File: src/hw/spss_consts.vh
/*
 * Constants for the stepper phase and start-sync block: register offsets,
 * field positions, command codes, status codes and delay times.
 * Assumes a 20 MHz clock; times are kept in their own unit and turned
 * into cycle counts by the macros at the end.
 */
`ifndef SPSS_CONSTS_VH
`define SPSS_CONSTS_VH
// ----------------------------------------------------------------------
// Register offsets (byte addresses, one word each).
// ----------------------------------------------------------------------
`define SPSS_A_CMD 8'h00
`define SPSS_A_MODE 8'h04
`define SPSS_A_ENV1 8'h08
`define SPSS_A_ENV2 8'h0c
`define SPSS_A_STAT 8'h10
`define SPSS_A_CAUSE 8'h14
// ----------------------------------------------------------------------
// Field positions and reset values.
// ----------------------------------------------------------------------
`define SPSS_B_SEL 23
`define SPSS_B_POST 20
`define SPSS_B_POL 19
`define SPSS_B_PRE 16
`define SPSS_B_TRIG 13
`define SPSS_B_END_MODE_SELECT 5
`define SPSS_B_SYNC 12
`define SPSS_B_FILT 15
`define SPSS_B_IEN 19
`define SPSS_B_ICAUSE 9
`define SPSS_B_STAON 29
`define SPSS_B_OPST 24
`define SPSS_B_PH 4
`define SPSS_RST_REG 32'h0000_0000
// ----------------------------------------------------------------------
// Commands and operation status codes.
// ----------------------------------------------------------------------
`define SPSS_CMD_START 8'h01
`define SPSS_CMD_SIMSTA 8'h12
`define SPSS_CMD_STOP 8'h32
`define SPSS_ST_IDLE 4'h0
`define SPSS_ST_PRE 4'h1
`define SPSS_ST_RUN 4'h2
`define SPSS_ST_POST 4'h3
`define SPSS_ST_PULSE 4'h4
`define SPSS_ST_LOAD 4'h5
`define SPSS_ST_WAIT 4'hc
// ----------------------------------------------------------------------
// Times and their cycle counts.
// ----------------------------------------------------------------------
`define SPSS_CLK_MHZ 20
`define SPSS_PRE0_US 12
`define SPSS_PRE1_US 102
`define SPSS_PRE2_US 409
`define SPSS_PRE3_US 1600
`define SPSS_PRE4_US 13000
`define SPSS_PRE5_US 52000
`define SPSS_PRE6_US 104000
`define SPSS_POST1_US 12
`define SPSS_POST2_US 1600
`define SPSS_POST3_US 52000
`define SPSS_POST4_US 104000
`define SPSS_POST5_US 208000
`define SPSS_POST6_US 416000
`define SPSS_POST7_US 832000
// Start filter lengths count plain clocks, so the eight-cycle one-shot of
// a neighbouring axis always passes the short filter.
`define SPSS_FSHORT_CYC 5
`define SPSS_FLONG_CYC 393218
`define SPSS_ONESHOT_CYC 8
`define SPSS_US2CYC(t) ((t) * `SPSS_CLK_MHZ)
`endif

File: src/hw/spss_phase_seq.v
/*
 * Four-output excitation sequencer for a two-phase stepper motor.
 * Assumes step and dir come from logic on the same clock and that
 * half and bipolar are already synchronised.
 */
`timescale 1ns/10ps
module spss_phase_seq
(
	input wire clk,
	input wire rst,
	input wire step,
	input wire dir,
	input wire half,
	input wire bipolar,
	output reg [3:0] ph_q
);
	reg [2:0] idx_q;
	reg [2:0] idx_d;
	reg [3:0] ph_d;

	// ------------------------------------------------------------------
	// Step index: plus advances, minus retreats, wraps at 4 or 8.
	// ------------------------------------------------------------------
	always @*
	begin
		idx_d = idx_q;
		if (step)
		begin
			if (dir)
				idx_d = idx_q + 3'h1;
			else
				idx_d = idx_q - 3'h1;
		end
		if (!half)
			idx_d[2] = 1'b0; // Full step uses four positions.
	end

	// Pattern lookup; bit 3 is phase one, bit 0 is phase four.
	always @*
	begin
		case ({bipolar, half, idx_d})
			5'h00: ph_d = 4'h9;
			5'h01: ph_d = 4'hc;
			5'h02: ph_d = 4'h6;
			5'h03: ph_d = 4'h3;
			5'h08: ph_d = 4'h9;
			5'h09: ph_d = 4'h8;
			5'h0a: ph_d = 4'hc;
			5'h0b: ph_d = 4'h4;
			5'h0c: ph_d = 4'h6;
			5'h0d: ph_d = 4'h2;
			5'h0e: ph_d = 4'h3;
			5'h0f: ph_d = 4'h1;
			5'h10: ph_d = 4'h8;
			5'h11: ph_d = 4'hc;
			5'h12: ph_d = 4'h4;
			5'h13: ph_d = 4'h0;
			5'h18: ph_d = 4'h8;
			5'h19: ph_d = 4'h9;
			5'h1a: ph_d = 4'hc;
			5'h1b: ph_d = 4'he;
			5'h1c: ph_d = 4'h4;
			5'h1d: ph_d = 4'h5;
			5'h1e: ph_d = 4'h0;
			5'h1f: ph_d = 4'h2;
			default: ph_d = 4'h0;
		endcase
	end

	// The outputs follow the pins one clock later, so a mode change shows live.
	always @(posedge clk)
	begin
		if (rst)
		begin
			idx_q <= 3'h0;
			ph_q <= 4'h9;
		end
		else
		begin
			idx_q <= idx_d;
			ph_q <= ph_d;
		end
	end
endmodule // spss_phase_seq

File: src/hw/spss_top.v
/*
 * Current reduction, excitation outputs and synchronised start for one
 * pulse-control axis, with a plain register port.
 * Assumes a pulse engine on the same clock supplies steps and the end of
 * an operation, and a pattern loader answers load requests.
 */
// Summary of operation
// - Select bit routes reduction onto shared terminal
// - Pre-start delay after reduction release
// - Post-operation delay before reduction asserts
// - Pulses step phases forward or back
// - Half/full pin picks four or eight steps
// - Drive-type pin picks unipolar or bipolar
// - Unipolar pattern tables
// - Phase levels readable in status
// - Sync mode waits for start line low
// - Start in sync mode shows wait code
// - Simultaneous start drives line eight cycles
// - Immediate stop releases start wait
// - Level or edge start detection
// - Start filter ignores short pulses
// - Start-on raises interrupt cause bit
// - Status shows start line state
// - Select pins pick one of 32 patterns
// - Pin change loads and starts pattern
// - Pin change mid-operation stops first
// - Pulse-input patterns wait for pulse inputs
`timescale 1ns/10ps
`include "spss_consts.vh"
module spss_top
#(
	parameter [23:0] PRE_C2 = `SPSS_US2CYC(`SPSS_PRE2_US),
	parameter [23:0] PRE_C3 = `SPSS_US2CYC(`SPSS_PRE3_US),
	parameter [23:0] PRE_C4 = `SPSS_US2CYC(`SPSS_PRE4_US),
	parameter [23:0] PRE_C5 = `SPSS_US2CYC(`SPSS_PRE5_US),
	parameter [23:0] PRE_C6 = `SPSS_US2CYC(`SPSS_PRE6_US),
	parameter [23:0] POST_C2 = `SPSS_US2CYC(`SPSS_POST2_US),
	parameter [23:0] POST_C3 = `SPSS_US2CYC(`SPSS_POST3_US),
	parameter [23:0] POST_C4 = `SPSS_US2CYC(`SPSS_POST4_US),
	parameter [23:0] POST_C5 = `SPSS_US2CYC(`SPSS_POST5_US),
	parameter [23:0] POST_C6 = `SPSS_US2CYC(`SPSS_POST6_US),
	parameter [23:0] POST_C7 = `SPSS_US2CYC(`SPSS_POST7_US),
	parameter [19:0] FLT_LONG = `SPSS_FLONG_CYC
)
(
	input wire clk,
	input wire rst,
	input wire [7:0] addr,
	input wire [31:0] wdata,
	input wire wr,
	input wire rd,
	output reg [31:0] rdata,
	input wire start_line_i,
	output reg start_line_o,
	output reg start_line_oe,
	input wire half_full_step_select_pin,
	input wire drive_type_select_pin,
	input wire standalone_pin,
	input wire [4:0] pattern_select_pins,
	input wire pulse_a_or_plus_dir_input,
	input wire pulse_b_or_minus_dir_input,
	input wire step_pulse,
	input wire step_dir,
	input wire op_done,
	input wire servo_clear,
	input wire load_done,
	input wire load_sync,
	input wire load_pulse_wait,
	output reg clear_or_reduction_terminal,
	output reg phase_output_1,
	output reg phase_output_2,
	output reg phase_output_3,
	output reg phase_output_4,
	output reg pulse_enable,
	output reg stop_req,
	output reg load_req,
	output reg [4:0] load_index,
	output reg start_interrupt_cause
);
	localparam [2:0] S_IDLE = 3'h0;
	localparam [2:0] S_WAIT = 3'h1;
	localparam [2:0] S_PRE = 3'h2;
	localparam [2:0] S_PULSE = 3'h3;
	localparam [2:0] S_RUN = 3'h4;
	localparam [2:0] S_POST = 3'h5;
	localparam [2:0] S_LOAD = 3'h6;
	localparam [23:0] PRE_C0 = `SPSS_US2CYC(`SPSS_PRE0_US);
	localparam [23:0] PRE_C1 = `SPSS_US2CYC(`SPSS_PRE1_US);
	localparam [23:0] POST_C1 = `SPSS_US2CYC(`SPSS_POST1_US);
	localparam [19:0] FLT_SHORT = `SPSS_FSHORT_CYC;
	localparam [3:0] SHOT = `SPSS_ONESHOT_CYC;

	// Register file and control state.
	reg [31:0] mode_q;
	reg [31:0] env1_q;
	reg [31:0] env2_q;
	reg [2:0] st_q;
	reg [23:0] cnt_q;
	reg red_q;
	reg pwait_q;
	reg [3:0] shot_q;
	// Synchronisers; the first stage is read only by the second.
	reg [1:0] sta_s;
	reg [1:0] hf_s;
	reg [1:0] ub_s;
	reg [1:0] sa_s;
	reg [1:0] pa_s;
	reg [1:0] pb_s;
	reg [4:0] ps1_q;
	reg [4:0] ps2_q;
	reg [4:0] ps_last_q;
	reg ps_init_q;
	reg pa3_q;
	reg pb3_q;
	reg sta_on_q;
	reg [19:0] flt_q;
	wire [3:0] ph;
	wire wr_cmd;
	wire cmd_start;
	wire cmd_sim;
	wire cmd_stop;
	wire sta_rise;
	wire trig;
	wire ps_change;
	wire pulse_seen;
	wire [19:0] flt_thr;
	reg [23:0] pre_cnt;
	reg [23:0] post_cnt;
	reg [3:0] opst;

	// ------------------------------------------------------------------
	// Command decode
	// ------------------------------------------------------------------
	assign wr_cmd = wr && (addr == `SPSS_A_CMD);
	assign cmd_start = wr_cmd && (wdata[7:0] == `SPSS_CMD_START);
	assign cmd_sim = wr_cmd && (wdata[7:0] == `SPSS_CMD_SIMSTA);
	assign cmd_stop = wr_cmd && (wdata[7:0] == `SPSS_CMD_STOP);

	// ------------------------------------------------------------------
	// Input synchronisers
	// ------------------------------------------------------------------
	always @(posedge clk)
	begin
		if (rst)
		begin
			sta_s <= 2'b11;
			hf_s <= 2'b00;
			ub_s <= 2'b00;
			sa_s <= 2'b00;
			pa_s <= 2'b11;
			pb_s <= 2'b11;
			ps1_q <= 5'h00;
			ps2_q <= 5'h00;
			pa3_q <= 1'b1;
			pb3_q <= 1'b1;
		end
		else
		begin
			sta_s <= {sta_s[0], start_line_i};
			hf_s <= {hf_s[0], half_full_step_select_pin};
			ub_s <= {ub_s[0], drive_type_select_pin};
			sa_s <= {sa_s[0], standalone_pin};
			pa_s <= {pa_s[0], pulse_a_or_plus_dir_input};
			pb_s <= {pb_s[0], pulse_b_or_minus_dir_input};
			ps1_q <= pattern_select_pins;
			ps2_q <= ps1_q;
			pa3_q <= pa_s[1];
			pb3_q <= pb_s[1];
		end
	end

	// ------------------------------------------------------------------
	// Start line filter
	// ------------------------------------------------------------------
	// The filtered state changes only after the raw line has held the
	// other level for the threshold; glitches simply restart the count.
	assign flt_thr = env2_q[`SPSS_B_FILT] ? FLT_LONG : FLT_SHORT;
	assign sta_rise = !sta_s[1] && !sta_on_q && (flt_q >= flt_thr - 20'h1);

	always @(posedge clk)
	begin
		if (rst)
		begin
			sta_on_q <= 1'b0;
			flt_q <= 20'h0;
		end
		else if ((!sta_s[1]) == sta_on_q)
			flt_q <= 20'h0;
		else if (flt_q >= flt_thr - 20'h1)
		begin
			sta_on_q <= !sta_s[1];
			flt_q <= 20'h0;
		end
		else
			flt_q <= flt_q + 20'h1;
	end

	// Our own one-shot triggers this axis directly, a few cycles before
	// the line would through the short filter, since the filter only counts clocks.
	assign trig = (env1_q[`SPSS_B_TRIG] ? sta_rise : sta_on_q) || cmd_sim;

	// ------------------------------------------------------------------
	// Pattern select and pulse input watch
	// ------------------------------------------------------------------
	assign ps_change = sa_s[1] && ps_init_q && (ps2_q != ps_last_q);
	assign pulse_seen = (pa3_q && !pa_s[1]) || (pb3_q && !pb_s[1]);

	// ------------------------------------------------------------------
	// Delay lookup
	// ------------------------------------------------------------------
	always @*
	begin
		case (env1_q[`SPSS_B_PRE+2:`SPSS_B_PRE])
			3'h0: pre_cnt = PRE_C0;
			3'h1: pre_cnt = PRE_C1;
			3'h2: pre_cnt = PRE_C2;
			3'h3: pre_cnt = PRE_C3;
			3'h4: pre_cnt = PRE_C4;
			3'h5: pre_cnt = PRE_C5;
			3'h6: pre_cnt = PRE_C6;
			default: pre_cnt = 24'h0; // Level output: no timed gap.
		endcase
		case (env1_q[`SPSS_B_POST+2:`SPSS_B_POST])
			3'h0: post_cnt = 24'h0;
			3'h1: post_cnt = POST_C1;
			3'h2: post_cnt = POST_C2;
			3'h3: post_cnt = POST_C3;
			3'h4: post_cnt = POST_C4;
			3'h5: post_cnt = POST_C5;
			3'h6: post_cnt = POST_C6;
			default: post_cnt = POST_C7;
		endcase
	end

	// ------------------------------------------------------------------
	// Operation sequencer
	// ------------------------------------------------------------------
	// A start during post delay or loading is ignored; immediate stop
	// ends the start wait at once, and ends pre delay, pulse wait or run through the post delay.
	always @(posedge clk)
	begin
		if (rst)
		begin
			st_q <= S_IDLE;
			cnt_q <= 24'h0;
			red_q <= 1'b0;
			pwait_q <= 1'b0;
			pulse_enable <= 1'b0;
			stop_req <= 1'b0;
			load_req <= 1'b0;
			load_index <= 5'h00;
			ps_last_q <= 5'h00;
			ps_init_q <= 1'b0;
		end
		else
		begin
			stop_req <= 1'b0;
			load_req <= 1'b0;
			ps_init_q <= sa_s[1]; // Arms late, so power-up pins load nothing.
			if (!ps_init_q)
				ps_last_q <= ps2_q;
			if (ps_change)
			begin
				// Stop whatever runs and fetch the new pattern in the same cycle.
				ps_last_q <= ps2_q;
				stop_req <= (st_q != S_IDLE) && (st_q != S_LOAD);
				pulse_enable <= 1'b0;
				load_req <= 1'b1;
				load_index <= ps2_q;
				st_q <= S_LOAD;
			end
			else
			begin
				case (st_q)
					S_IDLE:
					begin
						if (cmd_start)
						begin
							pwait_q <= 1'b0;
							if (mode_q[`SPSS_B_SYNC])
								st_q <= S_WAIT;
							else
							begin
								red_q <= 1'b0;
								cnt_q <= pre_cnt;
								st_q <= S_PRE;
							end
						end
					end
					S_LOAD:
					begin
						if (load_done)
						begin
							pwait_q <= load_pulse_wait;
							if (load_sync)
								st_q <= S_WAIT;
							else
							begin
								red_q <= 1'b0;
								cnt_q <= pre_cnt;
								st_q <= S_PRE;
							end
						end
					end
					S_WAIT:
					begin
						if (cmd_stop)
							st_q <= S_IDLE;
						else if (trig)
						begin
							red_q <= 1'b0;
							cnt_q <= pre_cnt;
							st_q <= S_PRE;
						end
					end
					S_PRE:
					begin
						if (cmd_stop)
						begin
							cnt_q <= post_cnt;
							st_q <= S_POST;
						end
						else if (cnt_q == 24'h0)
						begin
							if (pwait_q)
								st_q <= S_PULSE;
							else
							begin
								pulse_enable <= 1'b1;
								st_q <= S_RUN;
							end
						end
						else
							cnt_q <= cnt_q - 24'h1;
					end
					S_PULSE:
					begin
						if (cmd_stop)
						begin
							cnt_q <= post_cnt;
							st_q <= S_POST;
						end
						else if (pulse_seen)
						begin
							pulse_enable <= 1'b1;
							st_q <= S_RUN;
						end
					end
					S_RUN:
					begin
						if (op_done || cmd_stop)
						begin
							stop_req <= cmd_stop;
							pulse_enable <= 1'b0;
							cnt_q <= post_cnt;
							st_q <= S_POST;
						end
					end
					S_POST:
					begin
						if (cnt_q == 24'h0)
						begin
							red_q <= 1'b1;
							st_q <= S_IDLE;
						end
						else
							cnt_q <= cnt_q - 24'h1;
					end
					default: st_q <= S_IDLE;
				endcase
			end
		end
	end

	// ------------------------------------------------------------------
	// Registers, one-shot, outputs
	// ------------------------------------------------------------------
	// The cause bit is cleared by writing a one; a new start event in the
	// same cycle wins so it is never lost.
	always @(posedge clk)
	begin
		if (rst)
		begin
			mode_q <= `SPSS_RST_REG;
			env1_q <= `SPSS_RST_REG;
			env2_q <= `SPSS_RST_REG;
			shot_q <= 4'h0;
			start_line_o <= 1'b0;
			start_line_oe <= 1'b0;
			start_interrupt_cause <= 1'b0;
		end
		else
		begin
			start_line_o <= 1'b0;
			if (wr && addr == `SPSS_A_MODE)
				mode_q <= wdata;
			if (wr && addr == `SPSS_A_ENV1)
				env1_q <= wdata;
			if (wr && addr == `SPSS_A_ENV2)
				env2_q <= wdata;
			if (cmd_sim)
				shot_q <= SHOT;
			else if (shot_q != 4'h0)
				shot_q <= shot_q - 4'h1;
			start_line_oe <= cmd_sim || (shot_q > 4'h1);
			if (sta_rise && env2_q[`SPSS_B_IEN])
				start_interrupt_cause <= 1'b1;
			else if (wr && addr == `SPSS_A_CAUSE && wdata[`SPSS_B_ICAUSE])
				start_interrupt_cause <= 1'b0;
		end
	end

	// Operation status code for the status register.
	always @*
	begin
		case (st_q)
			S_WAIT: opst = `SPSS_ST_WAIT;
			S_PRE: opst = `SPSS_ST_PRE;
			S_PULSE: opst = `SPSS_ST_PULSE;
			S_RUN: opst = `SPSS_ST_RUN;
			S_POST: opst = `SPSS_ST_POST;
			S_LOAD: opst = `SPSS_ST_LOAD;
			default: opst = `SPSS_ST_IDLE;
		endcase
	end

	// Read data stand one cycle after the strobe; unmapped reads zero.
	always @(posedge clk)
	begin
		if (rst)
			rdata <= 32'h0;
		else if (rd)
		begin
			case (addr)
				`SPSS_A_MODE: rdata <= mode_q;
				`SPSS_A_ENV1: rdata <= env1_q;
				`SPSS_A_ENV2: rdata <= env2_q;
				`SPSS_A_STAT: rdata <= ({31'h0, sta_on_q} << `SPSS_B_STAON) |
					({28'h0, opst} << `SPSS_B_OPST) |
					({28'h0, ph} << `SPSS_B_PH);
				`SPSS_A_CAUSE: rdata <= {31'h0, start_interrupt_cause} << `SPSS_B_ICAUSE;
				default: rdata <= 32'h0;
			endcase
		end
		else
			rdata <= 32'h0;
	end

	// Terminal mux and phase outputs, all registered.
	always @(posedge clk)
	begin
		if (rst)
		begin
			clear_or_reduction_terminal <= 1'b0;
			phase_output_1 <= 1'b1;
			phase_output_2 <= 1'b0;
			phase_output_3 <= 1'b0;
			phase_output_4 <= 1'b1;
		end
		else
		begin
			if (env1_q[`SPSS_B_SEL])
				clear_or_reduction_terminal <= env1_q[`SPSS_B_POL] ? red_q : !red_q;
			else
				clear_or_reduction_terminal <= servo_clear;
			phase_output_1 <= ph[3];
			phase_output_2 <= ph[2];
			phase_output_3 <= ph[1];
			phase_output_4 <= ph[0];
		end
	end

	// Steps only count while pulse output is enabled.
	spss_phase_seq u_seq
	(
		.clk(clk),
		.rst(rst),
		.step(step_pulse && pulse_enable),
		.dir(step_dir),
		.half(hf_s[1]),
		.bipolar(ub_s[1]),
		.ph_q(ph)
	);
endmodule // spss_top

File: config.mk
export PLATFORM = sky130hd
export DESIGN_NAME = spss_top
export DESIGN_NICKNAME = d
export VERILOG_FILES = /design/src/hw/spss_phase_seq.v /design/src/hw/spss_top.v
export VERILOG_INCLUDE_DIRS = /design/src /design/src/hw
export SDC_FILE = /design/constraint.sdc
export NUM_CORES = 1
export LEC_CHECK = 0
export BUFFER_PORTS_ARGS = -buffer_cell sky130_fd_sc_hd__buf_4
export CAP_MARGIN = 20
export CORE_ASPECT_RATIO = 2
export CORE_MARGIN = 2
export CORE_UTILIZATION = 55
export DETAILED_ROUTE_END_ITERATION = 10
export GPL_TIMING_DRIVEN = 0
export PLACE_DENSITY = 0.74
export SLEW_MARGIN = 40
export SYNTH_ARGS = -nofsm -noshare
export SYNTH_HDL_FRONTEND = slang
export SYNTH_SLANG_ARGS = --single-unit
File: constraint.sdc
create_clock -name clk -period 7.55 [get_ports clk]
set_clock_uncertainty 0.1 [all_clocks]
set_input_delay 1.1325 -clock clk [delete_from_list [all_inputs] [get_ports clk]]
set_output_delay 1.1325 -clock clk [all_outputs]
set_load 0.05 [all_outputs]
==> results of run 1 <==
power by group:
group / internal (mW) / total [mW] / switching (mW)
Clock: 0.652 / 1.12 / 0.470
Combinational: 0.0671 / 0.167 / 0.100
Sequential: 1.25 / 1.27 / 0.0154
Total: 1.97 / 2.56 / 0.585
final timing paths:
kind	to	slack [ps]
hold / removal	pa_s[1]$_SDFF_PP1_	310
setup / recovery	cnt_q[5]$_SDFFE_PP0P_	3860
hold reg to reg	pa_s[1]$_SDFF_PP1_	310
setup reg to reg	cnt_q[19]$_SDFFE_PP0P_	4290
per-layer routing:
layer,share of wire [%],track usage (%),vias to the layer above
met5,0,0,-
met4,6.8,19.69,0
met3,5.8,3.530,127
met2,52,56.54,407
met1,35,34.14,4585
li1,-,-,4653
sequential cells by signal (all words and copies together) (netlist names), 4 cells and up:
register    cells
mode_q         32
env1_q         32
rdata          32
ps_last_q       5
u_seq.ph_q      4
cnt_q          24
ps1_q           5
ps2_q           5
flt_q          20
shot_q          4
env2_q         32
load_index      5
through the flow:
step                total power [mW]  cells  instance area, sq um
floorplan                      1.394   1286                 10320
global placement               1.461   1608                 11390
detailed placement             1.464   1608                 11390
CTS                            2.567   1643                 12100
global route                   2.634   1643                 12100
finish                         2.559   1643                 12100
area by class of cell:
cell class / count / area [sq um] / share of cell area [%]
clock inverters: 7 / 116.4 / 0.9614
well taps: 216 / 270.3 / 2.233
clock buffers: 28 / 591.8 / 4.890
plain buffers: 86 / 331.6 / 2.740
flip-flops and latches: 234 / 4684 / 38.71
inverters: 30 / 112.6 / 0.9304
multi-input cells: 936 / 5200 / 42.96
repair buffers: 106 / 795.8 / 6.575
cells in the final DEF, fill, tap and decap left out, types with 5 or more instances in the layout:
master,n
clkbuf_16,21
a31oi_1,8
mux2_2,28
a211oi_1,8
mux2i_1,14
nand2b_1,13
and3_1,13
o21ai_0,59
nand3_1,15
a222oi_1,8
clkbuf_1,83
or3_1,9
dfxtp_1,234
nor3_1,37
nor4_1,12
o31ai_1,5
buf_4,107
xor2_1,15
nand2_1,252
o21ai_1,5
or2_2,11
xnor2_1,16
a22oi_1,24
nor2b_1,26
inv_1,30
a21oi_1,150
a311oi_1,5
nor2_1,121
ha_1,17
cells in the mapped netlist (14+ instances only):
cell type	number	area (sq um)
clkbuf_1	80	300.3
nor2b_1	26	162.7
a21oi_1	150	750.7
nand2_1	252	945.9
dfxtp_1	234	4684
nor2_1	121	454.2
xor2_1	15	131.4
nand3_1	15	75.07
inv_1	30	112.6
mux2i_1	14	140.1
o21ai_0	59	295.3
a22oi_1	24	180.2
nor3_1	37	185.2
xnor2_1	16	140.1
ha_1	17	212.7
mux2_2	28	315.3
critical path, stage by stage:
cell	delay, ps
buf_4	130
nor4b_1	530
and3_1	240
buf_2	150
nand2_1	60
nor2_1	350
a311o_1	330
and3_1	320
clkbuf_1	430
o31ai_1	180
a21oi_1	160
logic make-up after synthesis:
family	synth area share, %
fa+ha+maj	2.351
mux	4.412
buf+inv	4.303
simple gates	23.15
xor+xnor	2.630
flops	45.38
other cells	0.03632
compound gates	17.74
==> flow_summary.toml, run 1 <==
[clocking]
htreeDepth = 1
clk_pin_slew_ps = 70
clock_path_buffers = 3
cts_tree = "built"
cts_buffers = 21
clk_latency_ps = 510
holdBufCountCts = 0
cts.sinks = 234
clock-root-buffer = "clkbuf_16"
ctsResizeCount = 0
postCtsSetupRepairBufs = 0

[synth]
ys_types = 68
synth_area_sq_mm = 0.01032
syn_inst = 1286
ys_seq_area_share_pct = 45.38
syn_area_per_cell_sq_um = 8.028
synth_seq_cells = 234
yosysWarnings = 0
synth_flop_cell = "dfxtp_1"
synth_edf_count = 0
async_flop_share_pct = 0
synth.net_count = 1366

[placed_design]
port_buffers = 106
hpwl_um = 22480
place_congestion = 0.9818
dpl_worst_slack_ps = 3430

[cells_and_area]
nNetsFinal = 1495
drive_above_1_share_pct = 13.45
area_delta_synth_final_pct = 17.23
utilization_pct = 66.12
antennaDiodeCount = 0
n_fill_cell = 1615

[run_status]
run_status = "finished clean"

[drt]
finalWirelength_um = 30900
drc_errors = 0
drt_iter0_drc = 674
final_antenna_net_count = 0
drt_first_pass_iters = 5
vias = 9772
routedWlPerCell_um = 18.81
avgViaCountPerCell = 5.948

[sta]
tightest_slew_ps = 890.6
fin_hold_ws_ps = 311.7
rsz0062_at_grt = "no"
hold_viol = 0
fin_ws_ps = 3862
tns_ps = 0
max_freq_mhz = 271.1
timing_max_transition_violations_final = 0
period_needed_ps = 3688
setup_viol = 0
slew_headroom_pct = 40.08
post-route-period-util_pct = 48.85

[grt]
gr-total-overflow = 0
antenna_found_initial = 0
grt_max_degree = 17
grt_pass1_vias = 9748
track_usage_pct = 31.41
grt_pass1_wl_um = 49560

[die]
initial_core_util_pct = 56.40
die_h_um = 197.8
dieArea_sq_mm = 0.01995
die_x_um = 100.9
core_sq_mm = 0.01831
std_cell_rows = 70
io_pins = 110

[worst_setup_path]
critical_path.startpoint = "wdata[2]"
reg2reg_depth = 10
rr_startpoint = "env2_q[15]$_SDFFE_PP0P_"
worstPathMaxFanout = 10
path_class = "primary input to flip-flop"
cp.arrival_ps = 4020
start_kind = "primary input"
crit_required_ps = 7880
worst_setup_path_end_kind = "flip-flop"

[flow_run]
max-cap-violations = 0

[power]
power.density_mw_per_mm2 = 211.5
p_leak_nw = 4.506
peakVddDrop_mv = 0.2127

[worst_hold_path]
hp-start = "pa_s[0]$_SDFF_PP1_"
hold_depth = 1
worst_hold_path_type = "flip-flop to flip-flop"
No activity file was read; power rests on OpenSTA's default activity.
==> inputs of run 2 (changes only) <==
--- a/config.mk
+++ b/config.mk
@@ -10,10 +10,10 @@
 export CAP_MARGIN = 20
 export CORE_ASPECT_RATIO = 2
 export CORE_MARGIN = 2
-export CORE_UTILIZATION = 55
+export CORE_UTILIZATION = 53
 export DETAILED_ROUTE_END_ITERATION = 10
 export GPL_TIMING_DRIVEN = 0
-export PLACE_DENSITY = 0.74
+export PLACE_DENSITY = 0.75
 export SLEW_MARGIN = 40
 export SYNTH_ARGS = -nofsm -noshare
 export SYNTH_HDL_FRONTEND = slang
==> constraint.sdc (replaced) <==
create_clock -name clk -period 3.37 [get_ports clk]
set_clock_uncertainty 0.1 [all_clocks]
set_input_delay 0.5055 -clock clk [delete_from_list [all_inputs] [get_ports clk]]
set_output_delay 0.5055 -clock clk [all_outputs]
set_load 0.05 [all_outputs]
==> run 2 against run 1 <==
Sequential share of layout area about the same. Largest cell class unchanged. Total power is 120% higher. Routed wire length up 1.9%. Clock-buffer cell count unchanged. Global-route usage is 0.71 points lower. Critical path depth shrank 2. Flip-flop and latch count did not move.
==> flow_summary.toml, run 2 (same netlist as run 1, synthesis figures left out) <==
[drt]
routedWlPerCell_um = 18.69
vias = 9858
avgViaCountPerCell = 5.854
drt_iter0_drc = 632
final_antenna_net_count = 0
drc_errors = 0
finalWirelength_um = 31480
drt_first_pass_iters = 8

[clocking]
postCtsSetupRepairBufs = 0
clk_latency_ps = 520
cts_tree = "built"
clock_path_buffers = 3
cts.sinks = 234
clk_pin_slew_ps = 70
clock-root-buffer = "clkbuf_16"
cts_buffers = 21
htreeDepth = 1

[worst_setup_path]
worstPathMaxFanout = 10
crit_chain = "inv_1, ha_1, nand2_1, o31ai_2, a311o_1, and3_1, clkbuf_1, o31ai_1, a21oi_1"
reg2reg_depth = 9
slowest_stage = "o31ai_2"
cp.arrival_ps = 3500
cp.depth = 9
endpoint = "cnt_q[5]$_SDFFE_PP0P_"
cp_top_family = "compound AO/OA/AOI/OAI gates"
rr_endpoint = "cnt_q[5]$_SDFFE_PP0P_"
start_kind = "flip-flop"
path_class = "flip-flop to flip-flop"
crit_required_ps = 3710
worst_setup_path_end_kind = "flip-flop"
critical_path.startpoint = "env2_q[15]$_SDFFE_PP0P_"
crit_buf_inv = 2
max_stage_delay_ps = 520
r2r_slack_ps = 210
rr_startpoint = "env2_q[15]$_SDFFE_PP0P_"

[cells_and_area]
fin_cells = 1684
antennaDiodeCount = 0
layout_common_cells = "nand2_1 (252), dfxtp_1 (234), a21oi_1 (150)"
final_cell_area_sq_mm = 0.01211
nNetsFinal = 1495
layout_commonest_cell = "nand2_1"
drive_above_1_share_pct = 13.54
area_delta_synth_final_pct = 17.31
utilization_pct = 63.11

[sta]
setup_viol = 0
max_freq_mhz = 316.9
tns_ps = 0
post-route-period-util_pct = 93.65
tightest_slew_ps = 830.9
period_needed_ps = 3156
hold_viol = 0
slew_headroom_pct = 44.10
timing_max_transition_violations_final = 0
rsz0062_at_grt = "no"
fin_ws_ps = 214.1

[placed_design]
hpwl_um = 22970
place_inst = 1651
place_area_sq_mm = 0.01145
port_buffers = 106
place_congestion = 0.9661
dpl_worst_slack_ps = -201.8

[die]
std_cell_rows = 72
die_h_um = 201.4
dieArea_sq_mm = 0.02068
die_x_um = 102.7
initial_core_util_pct = 53.80
io_pins = 110
core_sq_mm = 0.01919

[grt]
grt_pass1_wl_um = 49450
track_usage_pct = 30.70
gr-total-overflow = 0
grt_pass1_vias = 9751
grt_max_degree = 17
antenna_found_initial = 0

[run_status]
run_status = "finished clean"

[flow_run]
max-cap-violations = 0

[power]
peakVddDrop_mv = 0.4473
p_leak_nw = 4.488
power.density_mw_per_mm2 = 461.8

[worst_hold_path]
hold_depth = 2
worst_hold_path_type = "primary input to flip-flop"
-- run 2: cell types whose count changed in the layout (fill, tap and decap cells not counted) --
cell,before,now
clkinv_2,2,1
clkbuf_1,83,81
clkbuf_2,0,2
inv_6,1,0
clkinvlp_4,1,0
nor4_1,12,11
bufinv_16,3,1
clkinv_4,0,3
nor4_2,0,1
-- run 2: how the worst min path moves through the flow --
stage / endpoint / start
4_1_cts: pa_s[0]$_SDFF_PP1_ / pulse_a_or_plus_dir_input
6_report: pa_s[0]$_SDFF_PP1_ / pulse_a_or_plus_dir_input
2_1_floorplan: pa_s[1]$_SDFF_PP1_ / pa_s[0]$_SDFF_PP1_
3_5_place_dp: pb_s[1]$_SDFF_PP1_ / pb_s[0]$_SDFF_PP1_
3_3_place_gp: pa_s[1]$_SDFF_PP1_ / pa_s[0]$_SDFF_PP1_
5_1_grt: pb_s[0]$_SDFF_PP1_ / pulse_b_or_minus_dir_input
-- run 2: layout make-up --
cell class | count | area, sq um
clock buffer | 28 | 591.8
tap | 259 | 324.1
sequential | 234 | 4684
multi-input combinational | 936 | 5206
timing repair buffer | 106 | 795.8
buffer | 86 | 334.1
inverter | 30 | 112.6
fill | 1756 | 7078
clock inverter | 5 | 61.31
-- run 2: power by group --
part	switching, mW	leakage [nW]	internal (mW)
Sequential	0.0330	1.89	2.81
Combinational	0.227	2.27	0.151
Clock	1.06	0.321	1.31
-- run 2: repair_timing --
item | 4_1_cts | 5_1_grt
endpoints found under the setup margin | 0 | 19
hold buffers | 0 | 0
resized for setup | 0 | 5
-- run 2: worst reg2reg max path: cells and delay by family (launching register included) --
kind | cells | cell delay (ps)
flops | 1 | 460
compound gates | 4 | 1330
fa+ha+maj | 1 | 320
buf+inv | 2 | 520
simple gates | 2 | 350
-- run 2: through the flow --
step	hold WS [ps]	power (mW)
after global placement	293.7	3.274
after global routing	69.26	5.756
final	71.30	5.592
after CTS	63.08	5.608
after floorplan	289.5	3.124
after detailed placement	300.1	3.281
-- run 2: layer usage --
metal,up-vias,track usage (%),wire length (um)
met1,4609,32.51,10910
met3,140,4.550,1929
met2,449,54.04,16320
met4,0,20.76,2322
li1,4660,-,-
met5,-,0,0
==> inputs of run 3 (changes only) <==
--- a/config.mk
+++ b/config.mk
@@ -10,10 +10,10 @@
 export CAP_MARGIN = 20
 export CORE_ASPECT_RATIO = 2
 export CORE_MARGIN = 2
-export CORE_UTILIZATION = 53
+export CORE_UTILIZATION = 35
 export DETAILED_ROUTE_END_ITERATION = 10
 export GPL_TIMING_DRIVEN = 0
-export PLACE_DENSITY = 0.75
+export PLACE_DENSITY = 0.56
 export SLEW_MARGIN = 40
 export SYNTH_ARGS = -nofsm -noshare
 export SYNTH_HDL_FRONTEND = slang
==> run 3 against run 2 <==
Cell area grew 1.7%. Setup slack gained 83 ps. Clock power grew 8%. Sequential share of layout area shrank 0.66 points. Routed wire length grew 1.3%. Via count shrank 2.2%. Register-to-register slack gained 80 ps. Total power grew 3.5%. Core utilization shrank 21 points. Fmax grew 2.7%. Clock-buffer cell count grew 4. Critical path type unchanged.
==> flow_summary.toml, run 3 (same netlist as run 1, synthesis figures left out) <==
[run_status]
run_status = "finished clean"

[drt]
routedWlPerCell_um = 17.76
final_antenna_net_count = 0
drt_iter0_drc = 706
drc_errors = 0
avgViaCountPerCell = 5.373
finalWirelength_um = 31890
drt_first_pass_iters = 5
vias = 9645

[power]
p_int_mw = 4.402
peakVddDrop_mv = 0.3452
netSwitchingPower_mw = 1.386
p_seq_share_pct = 49.1
switching_share_pct = 23.95
power.density_mw_per_mm2 = 469.8
p_total_mw = 5.788
p_comb_share_pct = 6.5
p_leak_nw = 4.523
p_clk_share_pct = 44.4

[placed_design]
dpl_worst_slack_ps = -208.5
place_congestion = 0.8954
port_buffers = 106
place_inst = 1756
hpwl_um = 22770

[cells_and_area]
antennaDiodeCount = 0
area_delta_synth_final_pct = 19.34
fin_cells = 1795
drive_above_1_share_pct = 13.84
nNetsFinal = 1496
layout_commonest_cell = "nand2_1"
layout_common_cells = "nand2_1 (252), dfxtp_1 (234), a21oi_1 (150)"

[sta]
timing_max_transition_violations_final = 0
fin_ws_ps = 297.6
slew_headroom_pct = 47.80
hold_viol = 0
max_freq_mhz = 325.5
post-route-period-util_pct = 91.17
setup_viol = 0
period_needed_ps = 3072
rsz0062_at_grt = "no"
tightest_slew_ps = 783.0

[grt]
antenna_found_initial = 0
grt_max_degree = 16
grt_pass1_wl_um = 50050
grt_pass1_vias = 9410
gr-total-overflow = 0
track_usage_pct = 20.03

[worst_setup_path]
path_class = "flip-flop to flip-flop"
cp.arrival_ps = 3420
worst_setup_path_end_kind = "flip-flop"
crit_required_ps = 3710
reg2reg_depth = 11
worstPathMaxFanout = 10
start_kind = "flip-flop"

[die]
io_pins = 110
die_x_um = 125.4
dieArea_sq_mm = 0.03097
core_sq_mm = 0.02929
std_cell_rows = 89
die_h_um = 246.9
initial_core_util_pct = 35.25

[clocking]
clock_path_buffers = 3
cts.sinks = 234
clock-root-buffer = "clkbuf_16"
clk_latency_ps = 540
cts_tree = "built"
cts_buffers = 22
clk_pin_slew_ps = 70
htreeDepth = 1

[worst_hold_path]
hold_depth = 2
worst_hold_path_type = "primary input to flip-flop"

[flow_run]
max-cap-violations = 0
-- run 3: changes by cell type in the layout (fill, tap and decap cells not counted) --
| cell | change |
|---|---|
| clkinvlp_4 | +2 |
| nor4_2 | -1 |
| clkbuf_8 | +3 |
| clkinv_8 | +1 |
| nor4_1 | +1 |
| clkinv_4 | -2 |
| clkbuf_16 | +1 |
| clkinv_2 | +1 |
-- run 3: final cells by class --
class / count / area, sq um
tap: 364 / 455.4
inverter: 30 / 112.6
buffer: 86 / 334.1
sequential: 234 / 4684
multi-input combinational: 936 / 5200
clock buffer: 32 / 658.1
timing repair buffer: 106 / 795.8
clock inverter: 7 / 80.08
fill: 3008 / 16970
-- run 3: path summary, 6_finish.rpt --
check	from	to	slack, ps
worst max-delay path	flt_q[0]$_SDFF_PP0_	cnt_q[14]$_SDFFE_PP0P_	300
worst min-delay path	start_line_i	sta_s[0]$_SDFF_PP1_	70
worst max register to register	flt_q[0]$_SDFF_PP0_	cnt_q[14]$_SDFFE_PP0P_	300
worst min register to register	sta_s[0]$_SDFF_PP1_	sta_s[1]$_SDFF_PP1_	310
-- run 3: what timing repair did --
item | 4_1_cts | 5_1_grt
buffers inserted | 0 | 0
gates resized for setup | 0 | 4
endpoints found under the setup margin | 0 | 9
hold buffers | 0 | 0
-- run 3: per-stage QoR --
stage               TNS, ps  instance area (sq um)  utilization [%]  hold WS [ps]
CTS                       0                  12320            42.06         54.81
global route              0                  12320            42.07         58.88
global placement      -3030                  11570            39.52         295.4
floorplan                 0                  10320                -         289.5
finish                    0                  12320            42.07         66.86
detailed placement    -3499                  11580            39.54         295.6
-- run 3: critical path: stages, from the launching register on --
cell,delay (ps)
dfxtp_1,380
inv_1,60
ha_1,260
nor2_1,40
nand2_1,70
a21oi_1,70
o31ai_2,540
a311o_1,390
and3_1,270
clkbuf_1,410
o21ai_0,210
a21oi_1,160
-- run 3: power groups by stage --
stage | registers [mW] | clock network (mW) | logic (mW)
finish | 2.84 | 2.57 | 0.377
global placement | 2.90 | 0 | 0.367
floorplan | 2.92 | 0 | 0.204
CTS | 2.84 | 2.63 | 0.380
detailed placement | 2.91 | 0 | 0.379
global route | 2.85 | 2.73 | 0.425
-- run 3: metal layers --
| layer | GRT usage, % | up-vias | share of wire, % |
|---|---|---|---|
| met5 | 0 | - | 0 |
| met4 | 9.706 | 0 | 4.9 |
| met3 | 2.878 | 79 | 5.8 |
| met2 | 32.72 | 360 | 46 |
| met1 | 25.85 | 4536 | 44 |
| li1 | - | 4670 | - |
